[config.mk]
export PLATFORM = sky130hd
export DESIGN_NAME = timer_slave
export DESIGN_NICKNAME = d
export VERILOG_FILES = /design/src/timer_slave.sv
export VERILOG_INCLUDE_DIRS = /design/src
export SDC_FILE = /design/constraint.sdc
export NUM_CORES = 1
export LEC_CHECK = 0
export ABC_AREA = 1
export BUFFER_PORTS_ARGS = -buffer_cell sky130_fd_sc_hd__buf_2
export CORE_AREA = 2 2 79 81
export DETAILED_ROUTE_END_ITERATION = 6
export DIE_AREA = 0 0 81 83
export PLACE_DENSITY = 0.78
export SLEW_MARGIN = 5
export SYNTH_ARGS = -nofsm -noshare
export SYNTH_HDL_FRONTEND = slang
export SYNTH_SLANG_ARGS = --single-unit
[constraint.sdc]
create_clock -name CLOCK -period 1.9 [get_ports CLOCK]
set_input_delay 0.38 -clock CLOCK [delete_from_list [all_inputs] [get_ports CLOCK]]
set_output_delay 0.38 -clock CLOCK [all_outputs]
set_load 0.005 [all_outputs]
[src/timer_slave_cfg.svh]
/*
  Constants of the timer slave-mode and request-gating block: register
  offsets, field positions, bit masks and reset values.
  Assumes it is included by bare name into the slave design file and the bench.
*/
// Overview of operation
// - Sync-start bit makes the selected trigger the counter start event in mode 000.
// - Source codes 000 to 011 pick internal triggers zero to three.
// - Codes 100, 101, 110 pick chan0 edge pulse, chan0, chan1 filtered.
// - Mode 000 without sync start: counter ticks every timer clock while run bit is set.
// - Restart mode: trigger rising edge reloads counter, makes update.
// - Pause mode: counter ticks only while the trigger is high.
// - Event mode: trigger rising edge starts the counter.
// - External clock mode: one count per trigger rising edge.
// - Enable bit 14 gates trigger DMA requests.
// - Bits 10 and 9 gate chan1 and chan0 DMA requests.
// - Bit 8 gates update DMA requests.
// - Bits 7, 6, 5 gate break, trigger, commutation interrupts.
// - Bits 2, 1, 0 gate chan1, chan0, update interrupts.
// - Flag register keeps over-capture flags at bits 10 and 9.
// - Over-capture sets on capture while channel flag is set.
// - Trigger flag sets on active edge outside mode 000, or both edges in pause mode.
// - Channel flag sets on capture or compare; capture read clears it.
`ifndef TIMER_SLAVE_CFG_SVH
`define TIMER_SLAVE_CFG_SVH
`define OFS_SMCFG    12'h008
`define OFS_DMAINT   12'h00c
`define OFS_FLAGS    12'h010
`define SMCFG_MASK   32'h0000_00f7
`define DMAINT_MASK  32'h0000_47e7
`define FLAGS_MASK   32'h0000_06e7
`define IRQ_MASK     32'h0000_00e7
`define RST_WORD     32'h0000_0000
`define B_SYNC       7
`define B_TSEL_HI    6
`define B_TSEL_LO    4
`define B_MODE_HI    2
`define B_MODE_LO    0
`define B_UP         0
`define B_CH0        1
`define B_CH1        2
`define B_CMT        5
`define B_TRG        6
`define B_BRK        7
`define B_UPD        8
`define B_CH0D       9
`define B_CH1D       10
`define B_TRGD       14
`define B_CH0O       9
`define B_CH1O       10
`define CNT_RST      16'h0000
`define CNT_ONE      16'h0001
`endif

[src/timer_slave.sv]
/*
  Slave-mode controller, event flags and DMA/interrupt gating of a
  two-channel timer, reached over APB.
  Assumes channel, break and commutation events arrive as one-cycle
  pulses from logic on CLOCK; trigger inputs come from pins or other
  domains and are synchronised here.
*/
// Our own choice: the APB slave port.
`timescale 1ns/10ps
`include "timer_slave_cfg.svh"

package timer_slave_pkg;
  typedef enum logic [2:0] {SM_OFF = 3'h0, SM_RESTART = 3'h4,
    SM_PAUSE = 3'h5, SM_EVENT = 3'h6, SM_EXTCLK = 3'h7} slave_mode_t;
  typedef enum logic [1:0] {RUN_STOPPED = 2'h1, RUN_ACTIVE = 2'h2} run_state_t;
endpackage

module timer_slave
(
  input  wire logic        CLOCK,          // Timer clock, 40 MHz.
  input  wire logic        SYS_RST,        // Synchronous reset, high.
  input  wire logic        PSEL,           // APB select.
  input  wire logic        PENABLE,        // APB access phase.
  input  wire logic        PWRITE,         // APB write.
  input  wire logic [11:0] PADDR,          // APB byte address.
  input  wire logic [31:0] PWDATA,         // APB write data.
  output logic      [31:0] PRDATA,         // APB read data.
  output logic             PREADY,         // APB ready.
  output logic             PSLVERR,        // APB error, unmapped.
  input  wire logic [3:0]  INTERNAL_TRIG,  // Internal triggers 0 to 3.
  input  wire logic        CHAN0_EDGE,     // Chan0 edge pulse level.
  input  wire logic        CHAN0_FILT,     // Chan0 filtered input.
  input  wire logic        CHAN1_FILT,     // Chan1 filtered input.
  input  wire logic        COUNTER_RUN,    // Counter run bit.
  input  wire logic [1:0]  CHAN_INPUT,     // Channel is in input mode.
  input  wire logic [1:0]  CHAN_EVENT,     // Capture/compare pulse.
  input  wire logic [1:0]  CAPT_READ,      // Capture value read pulse.
  input  wire logic        UPDATE_EVENT,   // Counter update pulse.
  input  wire logic        COMMUT_EVENT,   // Commutation pulse.
  input  wire logic        BREAK_EVENT,    // Break pulse.
  output logic             COUNT_TICK,     // Counter advance enable.
  output logic             COUNT_RELOAD,   // Counter reinitialise.
  output logic             COUNT_UPDATE,   // Update from restart.
  output logic             IRQ,            // Gated interrupt request.
  output logic      [3:0]  DMA_REQ         // trg, ch1, ch0, update.
);

  logic [31:0] slave_mode_config;
  logic [31:0] dma_irq_enable;
  logic [31:0] event_flags;
  logic [6:0]  sync1;
  logic [6:0]  sync2;
  logic        selected_trigger_in;
  logic        trig_prev;
  logic        trig_rise;
  logic        trig_fall;
  logic        trig_event;
  logic        bus_wr;
  logic        bus_rd;
  logic [31:0] wr_clear;
  logic [31:0] flag_set;
  timer_slave_pkg::slave_mode_t mode;
  timer_slave_pkg::run_state_t  run_state;
  logic        sync_start_enable;
  logic [2:0]  trigger_source_select;
  logic        start_armed;

  function automatic logic hit(input logic [11:0] ofs);
    hit = (PADDR == ofs);
  endfunction

  assign bus_wr = PSEL & PENABLE & PWRITE & PREADY;
  assign bus_rd = PSEL & ~PENABLE & ~PWRITE;
  assign sync_start_enable = slave_mode_config[`B_SYNC];
  assign trigger_source_select = slave_mode_config[`B_TSEL_HI:`B_TSEL_LO];
  assign mode = timer_slave_pkg::slave_mode_t'(
    slave_mode_config[`B_MODE_HI:`B_MODE_LO]);
  assign start_armed = (mode == timer_slave_pkg::SM_EVENT) |
    ((mode == timer_slave_pkg::SM_OFF) & sync_start_enable);

  // ---------------------------------------------------------------
  // APB slave
  // ---------------------------------------------------------------
  // One wait-free access phase: the read word is latched in setup.
  always_ff @(posedge CLOCK)
  begin
    if (SYS_RST)
    begin
      PREADY  <= 1'b0;
      PSLVERR <= 1'b0;
      PRDATA  <= `RST_WORD;
    end
    else
    begin
      PREADY  <= PSEL & ~PENABLE;
      PSLVERR <= PSEL & ~PENABLE & ~(hit(`OFS_SMCFG) |
                 hit(`OFS_DMAINT) | hit(`OFS_FLAGS));
      if (bus_rd)
      begin
        if (hit(`OFS_SMCFG))
          PRDATA <= slave_mode_config;
        else if (hit(`OFS_DMAINT))
          PRDATA <= dma_irq_enable;
        else if (hit(`OFS_FLAGS))
          PRDATA <= event_flags;
        else
          PRDATA <= `RST_WORD;
      end
    end
  end

  always_ff @(posedge CLOCK)
  begin
    if (SYS_RST)
      slave_mode_config <= `RST_WORD;
    else if (bus_wr && hit(`OFS_SMCFG))
      slave_mode_config <= PWDATA & `SMCFG_MASK;
  end

  always_ff @(posedge CLOCK)
  begin
    if (SYS_RST)
      dma_irq_enable <= `RST_WORD;
    else if (bus_wr && hit(`OFS_DMAINT))
      dma_irq_enable <= PWDATA & `DMAINT_MASK;
  end

  // ---------------------------------------------------------------
  // Trigger selection
  // ---------------------------------------------------------------
  // Every trigger source may come from another domain, so all pass
  // two flops; this costs two cycles of trigger latency.
  always_ff @(posedge CLOCK)
  begin
    if (SYS_RST)
    begin
      sync1 <= 7'h00;
      sync2 <= 7'h00;
    end
    else
    begin
      sync1 <= {CHAN1_FILT, CHAN0_FILT, CHAN0_EDGE, INTERNAL_TRIG};
      sync2 <= sync1;
    end
  end

  always_comb
  begin
    if (trigger_source_select[2] == 1'b0)
      selected_trigger_in = sync2[trigger_source_select[1:0]];
    else if (trigger_source_select == 3'h7)
      selected_trigger_in = 1'b0;
    else
      selected_trigger_in = sync2[4 + trigger_source_select[1:0]];
  end

  always_ff @(posedge CLOCK)
  begin
    if (SYS_RST)
      trig_prev <= 1'b0;
    else
      trig_prev <= selected_trigger_in;
  end

  assign trig_rise = selected_trigger_in & ~trig_prev;
  assign trig_fall = ~selected_trigger_in & trig_prev;
  assign trig_event = (mode == timer_slave_pkg::SM_PAUSE) ?
    (trig_rise | trig_fall) :
    (trig_rise & (mode != timer_slave_pkg::SM_OFF));

  // ---------------------------------------------------------------
  // Slave mode control
  // ---------------------------------------------------------------
  // Only event mode and sync start arm on the trigger; leaving them
  // disarms, so an edge seen in another mode never starts the counter.
  always_ff @(posedge CLOCK)
  begin
    if (SYS_RST || !COUNTER_RUN || !start_armed)
      run_state <= timer_slave_pkg::RUN_STOPPED;
    else if (trig_rise)
      run_state <= timer_slave_pkg::RUN_ACTIVE;
  end

  always_ff @(posedge CLOCK)
  begin
    if (SYS_RST)
    begin
      COUNT_TICK   <= 1'b0;
      COUNT_RELOAD <= 1'b0;
      COUNT_UPDATE <= 1'b0;
    end
    else
    begin
      COUNT_RELOAD <= (mode == timer_slave_pkg::SM_RESTART) & trig_rise;
      COUNT_UPDATE <= (mode == timer_slave_pkg::SM_RESTART) & trig_rise;
      unique case (mode)
        timer_slave_pkg::SM_RESTART:
          COUNT_TICK <= COUNTER_RUN;
        timer_slave_pkg::SM_PAUSE:
          COUNT_TICK <= COUNTER_RUN & selected_trigger_in;
        timer_slave_pkg::SM_EVENT:
          COUNT_TICK <= (run_state == timer_slave_pkg::RUN_ACTIVE)
                        | (COUNTER_RUN & trig_rise);
        timer_slave_pkg::SM_EXTCLK:
          COUNT_TICK <= trig_rise;
        default:
          COUNT_TICK <= COUNTER_RUN & (!sync_start_enable ||
            run_state == timer_slave_pkg::RUN_ACTIVE);
      endcase
    end
  end

  // ---------------------------------------------------------------
  // Event flags and request gating
  // ---------------------------------------------------------------
  always_comb
  begin
    flag_set = `RST_WORD;
    flag_set[`B_UP]   = UPDATE_EVENT |
      ((mode == timer_slave_pkg::SM_RESTART) & trig_rise);
    flag_set[`B_CH0]  = CHAN_EVENT[0];
    flag_set[`B_CH1]  = CHAN_EVENT[1];
    flag_set[`B_CMT]  = COMMUT_EVENT;
    flag_set[`B_TRG]  = trig_event;
    flag_set[`B_BRK]  = BREAK_EVENT;
    flag_set[`B_CH0O] = CHAN_EVENT[0] & CHAN_INPUT[0] &
                        event_flags[`B_CH0];
    flag_set[`B_CH1O] = CHAN_EVENT[1] & CHAN_INPUT[1] &
                        event_flags[`B_CH1];
    wr_clear = `RST_WORD;
    if (bus_wr && hit(`OFS_FLAGS))
      wr_clear = ~PWDATA;
    wr_clear[`B_CH0] = wr_clear[`B_CH0] | (CAPT_READ[0] & CHAN_INPUT[0]);
    wr_clear[`B_CH1] = wr_clear[`B_CH1] | (CAPT_READ[1] & CHAN_INPUT[1]);
  end

  // Writing zero clears a flag; a new event in that cycle still wins.
  always_ff @(posedge CLOCK)
  begin
    if (SYS_RST)
      event_flags <= `RST_WORD;
    else
      event_flags <= ((event_flags & ~wr_clear) | flag_set)
                     & `FLAGS_MASK;
  end

  always_ff @(posedge CLOCK)
  begin
    if (SYS_RST)
    begin
      IRQ     <= 1'b0;
      DMA_REQ <= 4'h0;
    end
    else
    begin
      IRQ <= |(event_flags & dma_irq_enable & `IRQ_MASK);
      DMA_REQ[3] <= event_flags[`B_TRG] & dma_irq_enable[`B_TRGD];
      DMA_REQ[2] <= event_flags[`B_CH1] & dma_irq_enable[`B_CH1D];
      DMA_REQ[1] <= event_flags[`B_CH0] & dma_irq_enable[`B_CH0D];
      DMA_REQ[0] <= event_flags[`B_UP] & dma_irq_enable[`B_UPD];
    end
  end

  // ---------------------------------------------------------------
  // Assertions
  // ---------------------------------------------------------------
  property p_irq_gate;
    @(posedge CLOCK) disable iff (SYS_RST)
    ##1 IRQ == |($past(event_flags) & $past(dma_irq_enable) & `IRQ_MASK);
  endproperty
  a_irq_gate: assert property (p_irq_gate)
    else $error("interrupt not gated by flag and enable");
  property p_trg_dma;
    @(posedge CLOCK) disable iff (SYS_RST)
    (event_flags[`B_TRG] && dma_irq_enable[`B_TRGD]) |=> DMA_REQ[3];
  endproperty
  a_trg_dma: assert property (p_trg_dma)
    else $error("trigger DMA request missing");
  property p_upd_dma;
    @(posedge CLOCK) disable iff (SYS_RST)
    !dma_irq_enable[`B_UPD] |=> !DMA_REQ[0];
  endproperty
  a_upd_dma: assert property (p_upd_dma)
    else $error("update DMA request not suppressed");
  property p_ch_dma;
    @(posedge CLOCK) disable iff (SYS_RST)
    (event_flags[`B_CH0] && dma_irq_enable[`B_CH0D]) |=> DMA_REQ[1];
  endproperty
  a_ch_dma: assert property (p_ch_dma)
    else $error("channel DMA request missing");
  property p_restart;
    @(posedge CLOCK) disable iff (SYS_RST)
    (mode == timer_slave_pkg::SM_RESTART && trig_rise)
      |=> COUNT_RELOAD && COUNT_UPDATE && event_flags[`B_UP];
  endproperty
  a_restart: assert property (p_restart)
    else $error("restart did not reload counter");
  property p_pause;
    @(posedge CLOCK) disable iff (SYS_RST)
    (mode == timer_slave_pkg::SM_PAUSE && !selected_trigger_in)
      |=> !COUNT_TICK;
  endproperty
  a_pause: assert property (p_pause)
    else $error("counter ticked with pause trigger low");
  property p_extclk;
    @(posedge CLOCK) disable iff (SYS_RST)
    (mode == timer_slave_pkg::SM_EXTCLK) |=> COUNT_TICK == $past(trig_rise);
  endproperty
  a_extclk: assert property (p_extclk)
    else $error("external clock tick not on trigger edge");
  property p_trg_flag;
    @(posedge CLOCK) disable iff (SYS_RST)
    trig_event |=> event_flags[`B_TRG];
  endproperty
  a_trg_flag: assert property (p_trg_flag)
    else $error("trigger flag not set");
  property p_overcap;
    @(posedge CLOCK) disable iff (SYS_RST)
    (CHAN_EVENT[0] && CHAN_INPUT[0] && event_flags[`B_CH0])
      |=> event_flags[`B_CH0O];
  endproperty
  a_overcap: assert property (p_overcap)
    else $error("over-capture flag not set");
  property p_reserved;
    @(posedge CLOCK) disable iff (SYS_RST)
    ##1 (event_flags & ~`FLAGS_MASK) == 32'h0 &&
        (dma_irq_enable & ~`DMAINT_MASK) == 32'h0;
  endproperty
  a_reserved: assert property (p_reserved)
    else $error("reserved bit became set");
  c_restart: cover property (@(posedge CLOCK) disable iff (SYS_RST)
    mode == timer_slave_pkg::SM_RESTART && trig_rise);
  c_event_start: cover property (@(posedge CLOCK) disable iff (SYS_RST)
    mode == timer_slave_pkg::SM_EVENT && trig_rise ##1 COUNT_TICK);
  c_overcap: cover property (@(posedge CLOCK) disable iff (SYS_RST)
    $rose(event_flags[`B_CH1O]));
  c_irq: cover property (@(posedge CLOCK) disable iff (SYS_RST) $rose(IRQ));

endmodule // timer_slave

# ---- Yosys cells after proc, flatten, opt, wreduce, memory -nomap -nowiden
# Index checks and enable logic that the tools add are counted.
# W data, S select, Z words.
dict set report totals {
  ff_bits 83
  word_cells 92
}
dict set report classes {
  n_addsub 1
  magnitude_cmp 2
  eq_ne 9
  muxes 12
  bitwise_logic 42
  n_reduce_logical 12
}
# operator count
set op_table {}
lappend op_table {{$mux W32} 1}
lappend op_table {{$and A1 B1 Y1} 24}
lappend op_table {{$eq A12 B4 Y1 const B} 2}
lappend op_table {{$mux W11} 2}
lappend op_table {{$not A11 Y11} 2}
lappend op_table {{$eq A3 B3 Y1 const B} 5}
lappend op_table {{$mux W15} 1}
lappend op_table {{$eq A12 B5 Y1 const B} 1}
lappend op_table {{$and A11 B11 Y11} 1}
lappend op_table {{$or A11 B11 Y11} 1}
lappend op_table {{$and A8 B8 Y8} 1}
lappend op_table {{$or A1 B1 Y1} 8}
lappend op_table {{$reduce_or A6 Y1} 1}
lappend op_table {{$mux W1} 5}
lappend op_table {{$not A1 Y1} 5}
lappend op_table {{$add A3 B2 Y4 const A} 1}
lappend op_table {{$lt A2 B4 Y1 const B} 1}
lappend op_table {{$lt A4 B4 Y1 const B} 1}
lappend op_table {{$pmux W1 S4} 1}
lappend op_table {{$bmux W1 S3} 1}
lappend op_table {{$logic_and A1 B1 Y1} 3}
lappend op_table {{$logic_not A1 Y1} 3}
lappend op_table {{$logic_not A3 Y1} 1}
lappend op_table {{$logic_or A1 B1 Y1} 3}
lappend op_table {{3 further kinds} 3}

# ---- Depth between registers and ports, before layout
# Gate-level depths: netlist of the first run.
dict set report depth {
  depth_word 10
  ltp_mapped 12
  mapped_depth_nobuf 12
}

# ---- Worst setup path after synthesis of the first run
# OpenSTA, ideal clock, no wires.
dict set report synth_timing {
  path_kind {register to register}
  from {register slave_mode_config[4]}
  to {register COUNT_TICK}
  setup_time_ps 132
  t_arrival_ps 1353
  required_time_ps 1768
  setup_slack_ps 415
  stages_incl_launch_ff 13
  n_path_buf 0
  path_cell_list {dfxtp_1 -> inv_1 -> nand2_1 -> nand3_1 -> nand2_1 -> nand2_1 -> nand2_1 -> inv_1 -> ha_1 -> inv_1 -> a21oi_1 -> a22oi_1 -> a21oi_1}
}
dict set report synth_via {
  elab_chain_cells 9
  elab_cells_between_ends 13
}
# item line
set synth_lines {}
lappend synth_lines {{start, declared} timer_slave.sv:48} ;# logic [31:0] slave_mode_config;
lappend synth_lines {{start signal, assigned} timer_slave.sv:115} ;# slave_mode_config <= `RST_WORD;
lappend synth_lines {{start signal, assigned} timer_slave.sv:117} ;# slave_mode_config <= PWDATA & `SMCFG_MASK;
lappend synth_lines {{$add A3 B2 Y4} timer_slave.sv:154} ;# selected_trigger_in = sync2[4 + trigger_source_select[1:0]];
lappend synth_lines {{$bmux W1 S3} timer_slave.sv:154}
lappend synth_lines {{$mux W1 (implied by the code)} timer_slave.sv:154}
lappend synth_lines {{$mux W1} timer_slave.sv:151} ;# else if (trigger_source_select == 3'h7)
lappend synth_lines {{$mux W1 (*)} timer_slave.sv:149} ;# if (trigger_source_select[2] == 1'b0)
lappend synth_lines {{net selected_trigger_in} timer_slave.sv:53} ;# logic selected_trigger_in;
lappend synth_lines {{$and A1 B1 Y1 (*)} timer_slave.sv:165} ;# assign trig_rise = selected_trigger_in & ~trig_prev;
lappend synth_lines {{net trig_rise} timer_slave.sv:55} ;# logic trig_rise;
lappend synth_lines {{$and A1 B1 Y1} timer_slave.sv:203} ;# | (COUNTER_RUN & trig_rise);
lappend synth_lines {{$or A1 B1 Y1} timer_slave.sv:203}
lappend synth_lines {{$pmux W1 S4 (*)} timer_slave.sv:196} ;# unique case (mode)
lappend synth_lines {{end signal, assigned} timer_slave.sv:200} ;# COUNT_TICK <= COUNTER_RUN & selected_trigger_in;
lappend synth_lines {{end signal, assigned} timer_slave.sv:202} ;# COUNT_TICK <= (run_state == timer_slave_pkg::RUN_ACTIVE)
lappend synth_lines {{end signal, assigned} timer_slave.sv:205} ;# COUNT_TICK <= trig_rise;
lappend synth_lines {{end, declared} timer_slave.sv:41} ;# output logic COUNT_TICK,
# The timed path passes the listed nets; every way through them passes the cells marked *. The select of a mux whose other input is x is not followed.
# A chain may end at the register's enable or synchronous reset.

# ---- Worst setup path in the final report of the first run
# Ends and elaborated chain as after synthesis.

==> results of run 1 <==
per-layer routing:
layer | track usage | up-vias | part of all wire
li1 | - | 1303 | -
met1 | 0.284 | 1088 | 0.47
met2 | 0.295 | 112 | 0.43
met3 | 0.0402 | 11 | 0.089
met4 | 0.0786 | 0 | 0.018
met5 | 0 | - | 0
worst register-to-register path, delay by kind of cell, from the launching register on:
kind	cells	cell delay (ps)
buffers and inverters	3	260
DFF	1	340
and+or+nand+nor	5	320
adders and majority gates	1	220
AOI/OAI and AO/OA	3	410
report_power, final:
group	total [uW]	internal [uW]	switching, uW
registers	1350	1330	15.7
logic	180	71.7	108
clock network	1260	742	522
flip-flops by register name, indices dropped and copies added (netlist names):
name,flops
DMA_REQ,4
COUNT_TICK,1
PSLVERR,1
PRDATA,11
COUNT_UPDATE,1
sync1,7
sync2,7
PREADY,1
trig_prev,1
IRQ,1
slave_mode_config,7
run_state,2
event_flags,8
dma_irq_enable,10
how the worst min path moves through the flow:
stage               depth (start not counted)       end       start
floorplan                                   2  sync2[0]    sync1[0]
finish                                      3  sync1[4]  CHAN0_EDGE
CTS                                         3  sync1[4]  CHAN0_EDGE
global route                                3  sync1[4]  CHAN0_EDGE
detailed placement                          2  sync2[2]    sync1[2]
global placement                            2  sync2[5]    sync1[5]
cell families (layout without fill, tap and decap cells):
group                    count (synthesis)  count (layout)  share of synthesized area
AND/OR/NAND/NOR                        150             150                      0.242
buffers and inverters                   82             137                      0.145
AO/OA/AOI/OAI                           81              81                      0.157
flip-flops                              62              62                      0.449
adder cells (fa/ha/maj)                  1               1                    0.00453
other                                    1              21                    0.00136
cells in the mapped netlist (all sizes together):
cell,count
a31oi,2
conb,1
nand3,27
o21ai,38
nand4,1
nor2,61
a22oi,1
inv,49
buf,26
a21oi,31
nor3,4
nand2,57
o21bai,1
o211ai,6
clkinv,1
dfxtp,62
ha,1
a41oi,1
clkbuf,6
a211oi,1
per-stage QoR:
stage               hold slack, ps   util  setup WS [ps]  cell area, um^2  instances
finish                         237  0.570            276             3310        527
global route                   239  0.570           63.4             3310        527
CTS                            226  0.569            175             3310        527
detailed placement             394  0.531            198             3090        511
global placement               391  0.531            237             3090        511
floorplan                      388      -            415             2840        397
cell type report:
type,count,area [um^2],share of cell area
Sequential cell,62,1240,0.375
Multi-Input combinational cell,253,1200,0.361
Timing Repair Buffer,71,370,0.112
Inverter,50,189,0.0570
Clock buffer,9,124,0.0374
Clock inverter,7,97.6,0.0295
Tap cell,75,93.8,0.0283
repair_timing:
| action | CTS | global route |
|---|---|---|
| endpoints found under the setup margin | 0 | 1 |
| resized for setup | 0 | 3 |
| buffers inserted | 0 | 0 |
==> impl_metrics.csv, run 1 <==
group,metric,value,unit
worst_setup_path,path_cells,"inv_2 -> nand2_1 -> nand2_1 -> nand2_1 -> nand3_1 -> nand2_1 -> inv_1 -> ha_2 -> inv_1 -> o21ai_0 -> a22oi_1 -> a21oi_1",
worst_setup_path,critPathCapture,"COUNT_TICK",
drt,drc,0,
outcome,outcome,"finished, final reports clean",
timing,timing.slew.headroom,0.629,
drt,routed_via_density,4.77,
drt,dr.pass1.iters,4,
yosys,synth.distinct_cells,30,
timing,finClkSkew,10.6,ps
clock_network,root_buffer,"clkbuf_8",
yosys,synth_top_cells_by_area,"dfxtp_1 (45%), nand2_1 (7.2%), nor2_1 (7.2%), o21ai_0 (6.7%), inv_1 (6.7%)",
worst_setup_path,reg2regPathDepth,12,
pwr,p_leak,0.00161,uW
placed_design,io_buffer_count,65,
worst_setup_path,crit_slowest_cell,"dfxtp_2",
hold_path,hold_path.class,"in2reg",
worst_setup_path,r2r_start,"slave_mode_config[4]",
global_routing,grtUsageTotal,0.200,
drt,drt_wl_total,6.12,mm
yosys,synth_seq_cells,62,
worst_setup_path,cp_max_fo,6,
clock_network,cts.sinks,62,
worst_setup_path,crit_required,2160,ps
clock_network,htreeDepth,3,
floorplan,design.core.area,5820,um^2
yosys,yosys_warnings,0,
worst_setup_path,rr_endpoint,"COUNT_TICK",
floorplan,die-area,6720,um^2
timing,min_period_over_period,0.855,
floorplan,die_y,83,um
pwr,p_per_area,842,nW/um^2
floorplan,row_count,28,
worst_setup_path,path_delay_family,"compound AO/OA/AOI/OAI gates",
drt,avgRoutedWirePerCell,11.6,um
global_routing,grt_pass1_wl,10.5,mm
clock_network,clock_latency,340,ps
pwr,finalPower,2790,uW
global_routing,grt_pass1_vias,2340,
worst_setup_path,cp-start-kind,"flip-flop",
yosys,avgSynthCellArea,7.32,um^2
clock_network,hold_buffers,0,
cells_and_area,layout_commonest_cell,"buf_2",
timing,max_freq,0.616,GHz
floorplan,initial_utilization,0.475,
timing,tns,0,ps
worst_setup_path,worstPathArrival,1890,ps
worst_setup_path,cp_slowest_stage_delay,340,ps
worst_setup_path,crit_top_cell,"nand2_1",
worst_setup_path,cp.depth,12,
worst_setup_path,critPathBufInv,3,
yosys,syn_area,2760,um^2
worst_setup_path,critPathKind,"reg2reg",
global_routing,grt_max_degree,37,
clock_network,cts_tree,"yes",
yosys,synth_largest_area_cell,"dfxtp_1",
drt,routed-via-count,2514,
placed_design,dp_hpwl,4.63,mm
worst_setup_path,end_kind,"flip-flop",
yosys,synth_top_area_share,0.449,
cells_and_area,insertedDiodeCount,0,
cells_and_area,fill_cells,547,
global_routing,gr-total-overflow,0,
timing,setup_violations,0,
worst_setup_path,startpoint,"slave_mode_config[4]",
timing,fin_crit,1620,ps
cells_and_area,drive_above_1_share,0.230,
flow_run,maxCapViolCount,0,
global_routing,antenna_found_initial,0,
clock_network,path_clk_slew,70,ps
floorplan,die_x,81,um
drt,drt_iter0_drc,183,
drt,drtAntennaViolNets,0,
placed_design,place.gp.congestion,0.870,
clock_network,cts_made_buffers,9,
pwr,ir_worst_vdd,0.559,mV
cells_and_area,layout_common_cells,"buf_2 (65), dfxtp_1 (61), nand2_1 (53), nor2_1 (53), inv_1 (48)",
yosys,syn_inst,377,
cells_and_area,nNetsFinal,514,
timing,drv_slew,0,
timing,rsz0062_at_grt,"no",
floorplan,ioPinCount,108,
cells_and_area,syn2layout_area_growth,20.0,%
worst_setup_path,r2r_setup_slack,280,ps
yosys,ys_seq_area_frac,0.449,
clock_network,cts_max_path_buffers,2,
timing,final-hold-violation-count,0,
timing,tightest_slew,555,ps
(Power assumes the default switching activity.)
==> inputs of run 2 (changes only) <==
Settings changed: SETUP_SLACK_MARGIN from default to 0.3.
==> run 2 against run 1 <==
Against the previous run: sequential share of layout area is 0.30 points lower; total power hardly changed; count of clock-buffer cells in the layout stayed put; sequential cell count stayed put; core utilization is 0.58 points higher; fmax is 12% higher; cell area is 1.0% higher; via count is 0.72% higher; critical path depth stayed put; global-route usage hardly changed; critical endpoint unchanged; largest power group unchanged.
==> impl_metrics.csv, run 2 (synthesis results as in run 1) <==
group,metric,value,unit
timing,tns,0,ps
worst_setup_path,path_cells,"inv_4 -> nand2_1 -> nand3_1 -> nand2_1 -> nand2_1 -> nand2_2 -> inv_2 -> ha_4 -> inv_4 -> a21oi_2 -> a22oi_1 -> a21oi_1",
drt,routed_via_density,4.80,
global_routing,gr-usage-met2,0.294,
global_routing,antenna_found_initial,0,
floorplan,ioPinCount,108,
timing,setup_ws,451,ps
floorplan,die-area,6720,um^2
global_routing,grt_util_met1,0.284,
clock_network,path_clk_slew,70,ps
clock_network,cts_tree,"yes",
clock_network,htreeDepth,3,
pwr,finalPower,2790,uW
timing,finClkSkew,9.47,ps
flow_run,maxCapViolCount,0,
placed_design,dp_hpwl,4.63,mm
worst_setup_path,crit_required,2110,ps
cells_and_area,fill_cells,550,
global_routing,grt_max_degree,37,
floorplan,initial_utilization,0.475,
worst_setup_path,cp-start-kind,"flip-flop",
placed_design,dp_slack,198,ps
timing,fin_crit,1450,ps
timing,drv_slew,0,
clock_network,cts.sinks,62,
cells_and_area,multiInputGateArea,1210,um^2
worst_setup_path,worstPathArrival,1660,ps
drt,avgRoutedWirePerCell,11.7,um
cells_and_area,insertedDiodeCount,0,
clock_network,root_buffer,"clkbuf_8",
timing,final-hold-violation-count,0,
floorplan,die_x,81,um
worst_setup_path,crit_slowest_cell,"dfxtp_4",
clock_network,cts_max_path_buffers,2,
global_routing,gr-total-overflow,0,
placed_design,place.gp.congestion,0.870,
global_routing,grt_pass1_vias,2337,
timing,min_period_over_period,0.763,
timing,max_freq,0.690,GHz
drt,dr.pass1.iters,5,
floorplan,die_y,83,um
cells_and_area,top_regs,"PRDATA (11), dma_irq_enable (10), event_flags (8)",
timing,timing.slew.headroom,0.626,
hold_path,hold_path.class,"in2reg",
global_routing,grt_pass1_wl,10.5,mm
cells_and_area,largest_reg_flops,11,
worst_setup_path,cp_max_fo,6,
cells_and_area,layout_common_cells,"buf_2 (65), dfxtp_1 (61), nor2_1 (53)",
cells_and_area,drive_above_1_share,0.245,
cells_and_area,regMostFlops,"PRDATA",
worst_setup_path,critPathKind,"reg2reg",
outcome,outcome,"finished, final reports clean",
cells_and_area,fin_util,0.576,
timing,holdWs,236,ps
pwr,p_leak,0.00162,uW
drt,drt_wl_total,6.19,mm
clock_network,clock_latency,340,ps
global_routing,grt_busiest_layer,"met2",
timing,tightest_slew,561,ps
cells_and_area,nNetsFinal,515,
placed_design,io_buffer_count,65,
pwr,p_per_area,834,nW/um^2
floorplan,row_count,28,
worst_setup_path,end_kind,"flip-flop",
clock_network,cts_made_buffers,9,
drt,routed-via-count,2532,
drt,drc,0,
cells_and_area,layout_commonest_cell,"buf_2",
worst_setup_path,cp_slowest_stage_delay,370,ps
cells_and_area,syn2layout_area_growth,21.2,%
cells_and_area,regArea,1240,um^2
worst_setup_path,crit_top_cell,"nand2_1",
global_routing,met3_usage,0.0402,
timing,rsz0062_at_grt,"no",
pwr,ir_worst_vdd,0.577,mV
timing,setup_violations,0,
drt,drt_iter0_drc,153,
global_routing,grtUsageTotal,0.199,
drt,drtAntennaViolNets,0,
floorplan,design.core.area,5820,um^2
-- run 2: cell types whose count changed in the layout (fill, tap and decap cells not counted), sizes merged --
cell  delta
buf      +1
-- run 2: where the power goes --
| part | switching, uW | total, uW | leakage (uW) | internal, uW |
|---|---|---|---|---|
| combinational | 109 | 184 | 0.00101 | 74.7 |
| sequential | 15.7 | 1350 | 0.000506 | 1330 |
| clock | 520 | 1260 | 0.000106 | 741 |
| total | 646 | 2790 | 0.00162 | 2150 |
-- run 2: final cells by class --
class / instances / area share
Timing Repair Buffer: 72 / 0.113
Sequential cell: 62 / 0.372
Inverter: 50 / 0.0579
Multi-Input combinational cell: 253 / 0.363
Tap cell: 75 / 0.0280
Clock inverter: 7 / 0.0292
Clock buffer: 9 / 0.0370
-- run 2: worst max-delay path, delay by kind of cell, from the launching register on --
| kind | cells | cell delay [ps] |
|---|---|---|
| AOI/OAI and AO/OA | 3 | 280 |
| DFF | 1 | 370 |
| buffers and inverters | 3 | 160 |
| and+or+nand+nor | 5 | 320 |
| adders and majority gates | 1 | 180 |
-- run 2: through the flow --
step / cells / area [um^2]
final: 528 / 3350
after global routing: 528 / 3350
after CTS: 527 / 3310
after detailed placement: 511 / 3090
after global placement: 511 / 3090
after floorplan: 397 / 2840
-- run 2: worst paths after layout --
path / start / end / slack (ps) / cells after the start
hold / removal: CHAN0_EDGE / sync1[4] / 240 / 3
setup reg to reg: slave_mode_config[4] / COUNT_TICK / 450 / 12
hold reg to reg: sync1[4] / sync2[4] / 400 / 2
setup / recovery: slave_mode_config[4] / COUNT_TICK / 450 / 12
-- run 2: layer usage --
layer / up-vias / wire, um / part of all wire
li1: 1306 / - / -
met1: 1119 / 2990 / 0.48
met2: 96 / 2670 / 0.43
met3: 11 / 415 / 0.067
met4: 0 / 113 / 0.018
met5: - / 0 / 0
-- run 2: repair_timing --
item,CTS,global route
hold buffers,0,0
pin swaps,0,5
buffers inserted,0,1
setup endpoints to repair,2,2
resized for setup,3,11
